--- config.mk ---
export PLATFORM = sky130hd
export DESIGN_NAME = slsup_top
export DESIGN_NICKNAME = d
export VERILOG_FILES = /design/src/logic/slsup_pkg.sv /design/src/logic/slsup_sel.sv /design/src/logic/slsup_cmp.sv /design/src/logic/slsup_top.sv
export VERILOG_INCLUDE_DIRS = /design/src /design/src/logic
export SDC_FILE = /design/constraint.sdc
export NUM_CORES = 2
export LEC_CHECK = 0
export BUFFER_PORTS_ARGS = -buffer_cell sky130_fd_sc_hd__buf_2
export CORE_MARGIN = 2
export CORE_UTILIZATION = 34
export DETAILED_ROUTE_END_ITERATION = 6
export HOLD_SLACK_MARGIN = 0.06
export PLACE_DENSITY_LB_ADDON = 0.12
export SETUP_SLACK_MARGIN = 0.02
export SLEW_MARGIN = 20
export SYNTH_ARGS = -nofsm -noshare
export SYNTH_HDL_FRONTEND = slang
export SYNTH_HIERARCHICAL = 1
export SYNTH_SLANG_ARGS = --single-unit
--- constraint.sdc ---
create_clock -name pclk -period 5.22 [get_ports pclk]
set_input_delay 0.261 -clock pclk [delete_from_list [all_inputs] [get_ports pclk]]
set_output_delay 0.261 -clock pclk [all_outputs]
set_load 0.02 [all_outputs]
--- src/logic/slsup_cfg.svh ---
// Register map, field positions, reset values and codes of the signal limit supervisor.
`ifndef SLSUP_CFG_SVH
`define SLSUP_CFG_SVH

`define SLSUP_NFUNC         6
`define SLSUP_STATUS_OFF    8'h00
`define SLSUP_ISTAT_OFF     8'h04
`define SLSUP_ICLR_OFF      8'h08
`define SLSUP_IEN_OFF       8'h0C
`define SLSUP_FUNC_BASE     8'h10
`define SLSUP_FUNC_END      8'h70
`define SLSUP_CTRL_SUB      2'h0
`define SLSUP_LOW_SUB       2'h1
`define SLSUP_HIGH_SUB      2'h2
`define SLSUP_HYST_SUB      2'h3
`define SLSUP_MODE_LSB      0
`define SLSUP_ACT_LSB       4
`define SLSUP_SEL_LSB       8
`define SLSUP_MODE_RST      3'h0
`define SLSUP_ACT_RST       2'h0
`define SLSUP_SEL_RST       5'h03
`define SLSUP_LIM_RST       16'h0000
`define SLSUP_IEN_RST       8'h00
`define SLSUP_WARN_CODE     16'hA8B0
`define SLSUP_FAULT_CODE    16'h80B0
`define SLSUP_IRQ_WARN_BIT  6
`define SLSUP_IRQ_FAULT_BIT 7
`define SLSUP_SRC_ZERO      5'h00
`define SLSUP_SRC_SPEED     5'h01
`define SLSUP_SRC_FREQ      5'h03
`define SLSUP_SRC_CURR      5'h04
`define SLSUP_SRC_TORQ      5'h06
`define SLSUP_SRC_DCV       5'h07
`define SLSUP_SRC_POWER     5'h08
`define SLSUP_SRC_AI1       5'h09
`define SLSUP_SRC_AI2       5'h0A

`endif

--- src/logic/slsup_pkg.sv ---
// Types and shared arithmetic of the signal limit supervisor.
package slsup_pkg;
`include "slsup_cfg.svh"

  typedef logic signed [15:0] slsup_sig_t;

  typedef enum logic [2:0] {
    SLSUP_MODE_OFF   = 3'h0,
    SLSUP_MODE_LOW   = 3'h1,
    SLSUP_MODE_HIGH  = 3'h2,
    SLSUP_MODE_ALOW  = 3'h3,
    SLSUP_MODE_AHIGH = 3'h4,
    SLSUP_MODE_BOTH  = 3'h5,
    SLSUP_MODE_ABOTH = 3'h6,
    SLSUP_MODE_HYST  = 3'h7
  } slsup_mode_e;

  typedef enum logic [1:0] {
    SLSUP_ACT_NONE      = 2'h0,
    SLSUP_ACT_WARN      = 2'h1,
    SLSUP_ACT_FAULT     = 2'h2,
    SLSUP_ACT_FAULT_RUN = 2'h3
  } slsup_act_e;

  typedef struct packed {
    slsup_mode_e mode;
    slsup_act_e  act;
    logic [4:0]  sel;
    slsup_sig_t  low;
    slsup_sig_t  high;
    logic [15:0] hyst;
  } slsup_fcfg_s;

  typedef struct packed {
    slsup_fcfg_s [5:0] cfg;
    logic [5:0]        cond_prev;
    logic [7:0]        istat;
    logic [7:0]        ien;
    logic              warn;
    logic              fault;
    logic [15:0]       wcode;
    logic [15:0]       fcode;
  } slsup_top_s;

  typedef struct packed {
    logic cond;
  } slsup_cmp_s;

  // Twice the value, so that half the hysteresis stays exact.
  function automatic logic signed [18:0] slsup_dbl(input slsup_sig_t x);
    return {x[15], x[15], x, 1'b0};
  endfunction

  // Twice the magnitude of the value.
  function automatic logic signed [18:0] slsup_abs2(input slsup_sig_t x);
    logic signed [18:0] d;
    d = slsup_dbl(x);
    return d[18] ? -d : d;
  endfunction

  // True for an aligned address inside the per-function register block.
  function automatic logic slsup_func_hit(input logic [7:0] a);
    return (a >= `SLSUP_FUNC_BASE) && (a < `SLSUP_FUNC_END) &&
           (a[1:0] == 2'h0);
  endfunction

endpackage

--- src/logic/slsup_sel.sv ---
// Source selector that picks the monitored quantity of one function.
`timescale 1ns/1ps
`default_nettype none
`include "slsup_cfg.svh"
module slsup_sel (
  // Selector code
  input  wire logic [4:0]          sel,
  // Measured quantities
  input  wire slsup_pkg::slsup_sig_t sig_speed,
  input  wire slsup_pkg::slsup_sig_t sig_freq,
  input  wire slsup_pkg::slsup_sig_t sig_current,
  input  wire slsup_pkg::slsup_sig_t sig_torque,
  input  wire slsup_pkg::slsup_sig_t sig_dc_volt,
  input  wire slsup_pkg::slsup_sig_t sig_power,
  input  wire slsup_pkg::slsup_sig_t sig_ai1,
  input  wire slsup_pkg::slsup_sig_t sig_ai2,
  // Selected value
  output slsup_pkg::slsup_sig_t      value
);
  import slsup_pkg::*;

  always_comb begin
    unique case (sel)
      `SLSUP_SRC_SPEED: value = sig_speed;
      `SLSUP_SRC_FREQ:  value = sig_freq;
      `SLSUP_SRC_CURR:  value = sig_current;
      `SLSUP_SRC_TORQ:  value = sig_torque;
      `SLSUP_SRC_DCV:   value = sig_dc_volt;
      `SLSUP_SRC_POWER: value = sig_power;
      `SLSUP_SRC_AI1:   value = sig_ai1;
      `SLSUP_SRC_AI2:   value = sig_ai2;
      default:          value = 16'sh0000;
    endcase
  end

endmodule
`default_nettype wire

--- src/logic/slsup_cmp.sv ---
// Limit comparator of one supervision function with its hysteresis state.
`timescale 1ns/1ps
`default_nettype none
module slsup_cmp (
  // Clock and reset
  input  wire logic                   pclk,
  input  wire logic                   presetn,
  // Configuration and sample
  input  wire slsup_pkg::slsup_mode_e mode,
  input  wire slsup_pkg::slsup_sig_t  value,
  input  wire slsup_pkg::slsup_sig_t  low,
  input  wire slsup_pkg::slsup_sig_t  high,
  input  wire logic [15:0]            hyst,
  // Result
  output logic                        cond
);
  import slsup_pkg::*;

  slsup_cmp_s         r_reg;
  slsup_cmp_s         r_next;
  logic signed [18:0] v2;
  logic signed [18:0] a2;
  logic signed [18:0] lo2;
  logic signed [18:0] hi2;
  logic signed [18:0] h;

  always_comb begin
    v2     = slsup_dbl(value);
    a2     = slsup_abs2(value);
    lo2    = slsup_dbl(low);
    hi2    = slsup_dbl(high);
    h      = $signed({3'h0, hyst});
    r_next = r_reg;
    unique case (mode)
      SLSUP_MODE_OFF:   r_next.cond = 1'b0;
      SLSUP_MODE_LOW:   r_next.cond = v2 < lo2;
      SLSUP_MODE_HIGH:  r_next.cond = v2 > hi2;
      SLSUP_MODE_ALOW:  r_next.cond = a2 < lo2;
      SLSUP_MODE_AHIGH: r_next.cond = a2 > hi2;
      SLSUP_MODE_BOTH:  r_next.cond = (v2 < lo2) || (v2 > hi2);
      SLSUP_MODE_ABOTH: r_next.cond = (a2 < lo2) || (a2 > hi2);
      SLSUP_MODE_HYST:  r_next.cond = r_reg.cond ? !(v2 < hi2 - h)
                                                 : (v2 > hi2 + h);
    endcase
  end

  always_ff @(posedge pclk or negedge presetn) begin
    if (!presetn) begin
      r_reg <= '0;
    end else begin
      r_reg <= r_next;
    end
  end

  assign cond = r_reg.cond;

endmodule
`default_nettype wire

--- src/logic/slsup_top.sv ---
// Signal limit supervisor with six functions behind an APB slave.
// Functional notes
// - Status word bit n is high while function n's signal is outside limits.
// - Mode 0, the default, disables the function entirely.
// - Mode 1 flags a signal below the lower limit.
// - Mode 2 flags a signal above the upper limit.
// - Modes 3 and 4 compare the signal's magnitude against lower and upper.
// - Mode 5 flags below low or above high; mode 6 on magnitude.
// - Mode 7 sets above limit plus half hysteresis, clears below minus half.
// - Action 0 does nothing; action 1 raises warning code A8B0; default 0.
// - Action 2 raises fault code 80B0 whatever the run state.
// - Action 3 raises the fault only while the drive runs.
// - Status bits follow the comparison whatever action is chosen.
// - Action follows the met condition; mode, action, source set per function.
// - Each function picks its source; output frequency is the default.
// - Six independent functions, each with its own limits and response.
// - Source code 0 is zero, 1 speed, 3 frequency, 4 current.
`timescale 1ns/1ps
`default_nettype none
`include "slsup_cfg.svh"
module slsup_top (
  // APB slave
  input  wire logic                  pclk,
  input  wire logic                  presetn,
  input  wire logic                  psel,
  input  wire logic                  penable,
  input  wire logic                  pwrite,
  input  wire logic [7:0]            paddr,
  input  wire logic [31:0]           pwdata,
  output logic [31:0]                prdata,
  output logic                       pready,
  output logic                       pslverr,
  // Drive state and measured quantities
  input  wire logic                  drive_running,
  input  wire slsup_pkg::slsup_sig_t sig_speed,
  input  wire slsup_pkg::slsup_sig_t sig_freq,
  input  wire slsup_pkg::slsup_sig_t sig_current,
  input  wire slsup_pkg::slsup_sig_t sig_torque,
  input  wire slsup_pkg::slsup_sig_t sig_dc_volt,
  input  wire slsup_pkg::slsup_sig_t sig_power,
  input  wire slsup_pkg::slsup_sig_t sig_ai1,
  input  wire slsup_pkg::slsup_sig_t sig_ai2,
  // Supervision results
  output logic [15:0]                sup_status,
  output logic                       warn_active,
  output logic [15:0]                warn_code,
  output logic                       fault_active,
  output logic [15:0]                fault_code,
  output logic                       irq
);
  import slsup_pkg::*;

  slsup_top_s r_reg;
  slsup_top_s r_next;
  slsup_sig_t fval [`SLSUP_NFUNC];
  logic [5:0] cond;
  logic [5:0] warn_sel;
  logic [5:0] fault_sel;
  logic       wr;
  logic       acc;
  logic       fhit;
  logic [2:0] fidx;
  logic [1:0] sub;
  logic [7:0] clr;
  logic [7:0] ev;
  logic       warn_any;
  logic       fault_any;

  // Six identical functions, each a source selector and a comparator.
  for (genvar i = 0; i < `SLSUP_NFUNC; i++) begin : g_fn
    slsup_sel u_sel (
      .sel         (r_reg.cfg[i].sel),
      .sig_speed   (sig_speed),
      .sig_freq    (sig_freq),
      .sig_current (sig_current),
      .sig_torque  (sig_torque),
      .sig_dc_volt (sig_dc_volt),
      .sig_power   (sig_power),
      .sig_ai1     (sig_ai1),
      .sig_ai2     (sig_ai2),
      .value       (fval[i])
    );
    slsup_cmp u_cmp (
      .pclk    (pclk),
      .presetn (presetn),
      .mode    (r_reg.cfg[i].mode),
      .value   (fval[i]),
      .low     (r_reg.cfg[i].low),
      .high    (r_reg.cfg[i].high),
      .hyst    (r_reg.cfg[i].hyst),
      .cond    (cond[i])
    );
  end

  assign acc  = psel & penable;
  assign wr   = acc & pwrite;
  assign fhit = slsup_func_hit(paddr);
  assign fidx = 3'((paddr - `SLSUP_FUNC_BASE) >> 4);
  assign sub  = paddr[3:2];

  always_comb begin
    r_next = r_reg;
    clr    = 8'h00;
    for (int i = 0; i < `SLSUP_NFUNC; i++) begin
      warn_sel[i]  = r_reg.cfg[i].act == SLSUP_ACT_WARN;
      fault_sel[i] = (r_reg.cfg[i].act == SLSUP_ACT_FAULT) ||
                     ((r_reg.cfg[i].act == SLSUP_ACT_FAULT_RUN) &&
                      drive_running);
    end
    // Register writes.
    if (wr) begin
      if (paddr == `SLSUP_IEN_OFF) begin
        r_next.ien = pwdata[7:0];
      end else if (paddr == `SLSUP_ICLR_OFF) begin
        clr = pwdata[7:0];
      end else if (fhit) begin
        unique case (sub)
          `SLSUP_CTRL_SUB: begin
            r_next.cfg[fidx].mode =
              slsup_mode_e'(pwdata[`SLSUP_MODE_LSB +: 3]);
            r_next.cfg[fidx].act =
              slsup_act_e'(pwdata[`SLSUP_ACT_LSB +: 2]);
            r_next.cfg[fidx].sel = pwdata[`SLSUP_SEL_LSB +: 5];
          end
          `SLSUP_LOW_SUB:  r_next.cfg[fidx].low  = pwdata[15:0];
          `SLSUP_HIGH_SUB: r_next.cfg[fidx].high = pwdata[15:0];
          `SLSUP_HYST_SUB: r_next.cfg[fidx].hyst = pwdata[15:0];
        endcase
      end
    end
    // Actions follow the met conditions.
    warn_any        = |(cond & warn_sel);
    fault_any       = |(cond & fault_sel);
    r_next.warn     = warn_any;
    r_next.fault    = fault_any;
    r_next.wcode    = warn_any ? `SLSUP_WARN_CODE : 16'h0000;
    r_next.fcode    = fault_any ? `SLSUP_FAULT_CODE : 16'h0000;
    // Sticky event bits; a new event wins over a clear.
    ev              = {fault_any & ~r_reg.fault, warn_any & ~r_reg.warn,
                       cond & ~r_reg.cond_prev};
    r_next.cond_prev = cond;
    r_next.istat    = (r_reg.istat & ~clr) | ev;
  end

  always_ff @(posedge pclk or negedge presetn) begin
    if (!presetn) begin
      for (int i = 0; i < `SLSUP_NFUNC; i++) begin
        r_reg.cfg[i].mode <= slsup_mode_e'(`SLSUP_MODE_RST);
        r_reg.cfg[i].act  <= slsup_act_e'(`SLSUP_ACT_RST);
        r_reg.cfg[i].sel  <= `SLSUP_SEL_RST;
        r_reg.cfg[i].low  <= `SLSUP_LIM_RST;
        r_reg.cfg[i].high <= `SLSUP_LIM_RST;
        r_reg.cfg[i].hyst <= `SLSUP_LIM_RST;
      end
      r_reg.cond_prev <= 6'h00;
      r_reg.istat     <= 8'h00;
      r_reg.ien       <= `SLSUP_IEN_RST;
      r_reg.warn      <= 1'b0;
      r_reg.fault     <= 1'b0;
      r_reg.wcode     <= 16'h0000;
      r_reg.fcode     <= 16'h0000;
    end else begin
      r_reg <= r_next;
    end
  end

  // Read data and error answer.
  always_comb begin
    prdata  = 32'h0000_0000;
    pslverr = 1'b0;
    if (paddr == `SLSUP_STATUS_OFF) begin
      prdata  = {16'h0000, sup_status};
      pslverr = acc & pwrite;
    end else if (paddr == `SLSUP_ISTAT_OFF) begin
      prdata  = {24'h000000, r_reg.istat};
      pslverr = acc & pwrite;
    end else if (paddr == `SLSUP_ICLR_OFF) begin
      prdata  = 32'h0000_0000;
    end else if (paddr == `SLSUP_IEN_OFF) begin
      prdata  = {24'h000000, r_reg.ien};
    end else if (fhit) begin
      unique case (sub)
        `SLSUP_CTRL_SUB: begin
          prdata[`SLSUP_MODE_LSB +: 3] = r_reg.cfg[fidx].mode;
          prdata[`SLSUP_ACT_LSB +: 2]  = r_reg.cfg[fidx].act;
          prdata[`SLSUP_SEL_LSB +: 5]  = r_reg.cfg[fidx].sel;
        end
        `SLSUP_LOW_SUB:  prdata[15:0] = r_reg.cfg[fidx].low;
        `SLSUP_HIGH_SUB: prdata[15:0] = r_reg.cfg[fidx].high;
        `SLSUP_HYST_SUB: prdata[15:0] = r_reg.cfg[fidx].hyst;
      endcase
    end else begin
      pslverr = acc;
    end
  end

  assign pready       = 1'b1;
  assign sup_status   = {10'h000, cond};
  assign warn_active  = r_reg.warn;
  assign warn_code    = r_reg.wcode;
  assign fault_active = r_reg.fault;
  assign fault_code   = r_reg.fcode;
  assign irq          = |(r_reg.istat & r_reg.ien);

  // Checks on function 0 stand for all six, which share the same logic.
  slsup_fcfg_s        c0;
  logic signed [18:0] v0;
  logic               both0;
  logic               hidrop0;
  logic               hirise0;
  logic [5:0]         hardflt0;
  logic signed [18:0] a0;
  logic               aboth0;
  assign c0        = r_reg.cfg[0];
  assign v0        = slsup_dbl(fval[0]);
  assign both0     = (v0 < slsup_dbl(c0.low)) || (v0 > slsup_dbl(c0.high));
  assign hidrop0   = v0 < slsup_dbl(c0.high) - $signed({3'h0, c0.hyst});
  assign hirise0   = v0 > slsup_dbl(c0.high) + $signed({3'h0, c0.hyst});
  assign a0        = slsup_abs2(fval[0]);
  assign aboth0    = (a0 < slsup_dbl(c0.low)) || (a0 > slsup_dbl(c0.high));

  always_comb begin
    for (int i = 0; i < `SLSUP_NFUNC; i++) begin
      hardflt0[i] = r_reg.cfg[i].act == SLSUP_ACT_FAULT;
    end
  end
endmodule
`default_nettype wire

==> summary.md <==
| Metric | Value |
|---|---|
| IO Pins | 259 |
| DRC | 3 |
| Top post-synthesis cells by area | ha_1 (20%), dfrtp_1 (19%), mux2_2 (7.3%) |
| CTS H-tree depth | 2 |
| Remaining Overflow, GRT | 0 |
| Main synth FF type | dfrtp_1 |
| Pwr Total | approximately 0.0095 W |
| Vias in the first global route | 44,500 |
| Max_slew headroom | 23.9% |
| Register area share after synthesis | between 10% and 20% |
| Clock latency on the worst-skew pair | 620 ps |
| Largest net degree at the start of global routing | 128 |
| Rows | around 140 |
| # setup viols final | 0 |
| CP max stage delay | ~800 ps |
| Compound-gate portion of the synthesized area | between 20% and 30% |
| Setup crit start kind | flop |
| ANT nets after route | 0 |
| Crit. End Element | flop |
| CTS Buffer Depth | 3 |
| Routed WL per cell | slightly below 30 µm |
| Post-synthesis mux area share | ~10% |
| FFs w/ async S/R, synth | 100% |
| WP data arrival | 5430 ps |
| Simple-gate portion of the synthesized area | 17.7% |
| Initial antenna violation count | 19 |
| First-pass GRT wire length | 323 mm |
| First-pass detailed-route iteration total | 7 |
| Hold crit path type | input pin to flop |
| Max Clk Rate | 202 MHz |
| Die Wd | 381 µm |
| Clk root buf | clkbuf_16 |
| Final nets | 6,903 |
| Max Slew Vio Count | 0 |
| CP Class | flop to flop |
| Mean Syn Cell Area | about 8.6 µm² |
| Pleak | around 25 nW |
| XOR/XNOR Fraction of Synth Area | 4.02% |
| DP Wirelength | 185 mm |
| Via count | 47,300 |
| CP max stage cell | dfstp_4 |
| Slew @ Worst Pin | 1140 ps |
| Multi-input combinational cell area | 36,000 µm² |
| Ratio of cells with drive above 1 in the final layout | 18.6% |
| Area grow syn2layout | 12.9% |
| Worst path cell trace | nand2b_1, nor2_2, a22oi_1, nand3_1, or4_1, or4_1, nor4b_1, buf_4, ha_1, nand4_1, nor4_1, o21ai_0, nand3_1, mux2i_1, a2bb2oi_1, nand4_1 |
| GRT Overall Usage | 30.3% |
| CP required | 5690 ps |
| Final Wtd Congestion | 0.991 |
| Die Ht | 381 µm |
| Dominant cell type by area after synthesis | ha_1 |
| Outcome | finished, violations left |
| Via density per instance | 5.99 |
| Post-Syn Instances | 5,655 |
| Power Density | 174 nW/µm² |
| Core area | 141,000 µm² |
| VDD IR max | 0.203 mV |
| Initial Utilization | ~34% |
| Setup TNS | 0 ps |
| Die Footprint | 145,000 µm² |
| Total routed wirelength | 228 mm |
| Setup repair after global routing missed its margin | false |
| Number of synthesized flops with an enable pin | 0 |
| Top-area cell type share of the netlist area | around a fifth |
| Sinks on Clock Net | 378 |
| Maxcap violations | 0 |
| Fill cells | 14,600 |
| Hold Violations, Final | 0 |
| Violated checks | design-rule violations |
| CTS tree | yes |
| Initial DRC count | 4,899 |
| Register area | 9490 µm² |
| Cell area after synthesis | 48,400 µm² |
| Tmin final | 4960 ps |
| Clock skew | 37.0 ps |
| Yosys cell types | 100 |
| Syn. warnings | 6 |
| FF+latch count, synth | 378 |
| Port Buf Inserts | about 190 |
| Final period util | roughly 95% |
| CTS Buf Count | 45 |
| Adder-Cell Fraction of Synth Area | 20.4% |
| Reg clk slew, reported paths | around 70 ps |
| Largest family of logic cells by synthesized area | compound AO/OA/AOI/OAI gates |
| Worst-path maximum fanout | 33 |
worst max-delay path, delay by kind of cell, from the launching register on:
kind	cells	cell delay, ps
buffers and inverters	1	170
AO/OA/AOI/OAI	3	600
AND/OR/NAND/NOR	10	2890
multiplexers	1	230
flip-flops	1	800
adder cells (fa/ha/maj)	1	140
final cells by class:
| class | count | share of cell area, % |
|---|---|---|
| Inverter | 401 | 2.76 |
| Sequential cell | 378 | 17.4 |
| Antenna cell | 12 | 0.0550 |
| Timing Repair Buffer | 516 | 6.62 |
| Clock inverter | 26 | 0.680 |
| Tap cell | 1890 | 4.33 |
| Multi-Input combinational cell | 4604 | 65.9 |
| Clock buffer | 57 | 2.27 |
per-stage QoR:
stage	hold slack, ps	utilization (%)	setup slack [ps]	std cells	cell area, µm²
detailed placement	325	37.3	132	7783	52700
floorplan	-34.6	-	709	5720	48600
global placement	326	37.3	71.6	7783	52700
finish	210	38.6	262	7884	54600
CTS	181	38.4	121	7867	54300
global route	228	38.6	5.49	7872	54600
cell usage after synthesis (all sizes together) (19+ instances only):
cell type	n
buf	230
nor3b	24
a221oi	105
nor4	26
o21a	40
nand2b	73
mux2i	89
xnor2	180
o211ai	59
o2111ai	22
a21oi	310
a22oi	199
or2	31
nor2	254
o21ai	294
nor3	108
o31ai	57
a31oi	36
ha	777
o22ai	93
nor2b	89
nand3	258
or3	48
or3b	25
clkbuf	107
o21bai	26
a21o	80
inv	401
or4	35
and4	19
a211oi	47
dfrtp	366
nand2	362
nand4	92
xor2	40
mux2	313
nand3b	111
worst paths after layout:
kind	cells after the start	from	endpoint	slack (ps)
setup / recovery	16	flop	g_fn[2].u_cmp/cond	260
hold / removal	5	drive_running	fault_code[7]	210
setup reg to reg	16	flop	g_fn[2].u_cmp/cond	260
hold reg to reg	1	flop	flop	540
max in group asynchronous	3	presetn	async pin	3690
min in group asynchronous	2	presetn	r_reg[53]	250
timing repair:
action / in CTS / in global routing
setup endpoints to repair: 0 / 6
gates resized for setup: 0 / 44
endpoints found under the hold margin: 77 / 0
hold buffers: 1 / 0
buffers inserted: 0 / 3
cells in the final DEF, fill, tap and decap left out, drive strengths merged, types with 254 or more instances in the layout:
cell,instances
dfrtp,366
inv,406
o21ai,294
nor2,254
mux2,313
nand2,362
a21oi,310
buf,514
ha,777
nand3,258
report_power, final:
group / switching (W) / internal [W]
Clock: 0.00147 / 0.00205
Sequential: 0.000106 / 0.00298
Combinational: 0.00179 / 0.00109
Total: 0.00336 / 0.00612
cells by family (layout without fill, tap and decap cells):
logic type / after synthesis / in the layout
and+or+nand+nor: 1582 / 1582
AOI/OAI and AO/OA: 1528 / 1528
adders and majority gates: 783 / 783
buffers and inverters: 738 / 1000
muxes: 418 / 418
DFF: 378 / 378
xor gates and xnor gates: 220 / 220
other: 8 / 85
per-layer routing:
metal	vias to the layer above	GRT usage, %	routed length, µm
met1	23300	42.0	101000
met3	349	5.99	19900
met5	-	0	59
met4	8	11.3	10100
li1	21600	-	-
met2	1987	46.3	96900
(Power assumes the default switching activity.)
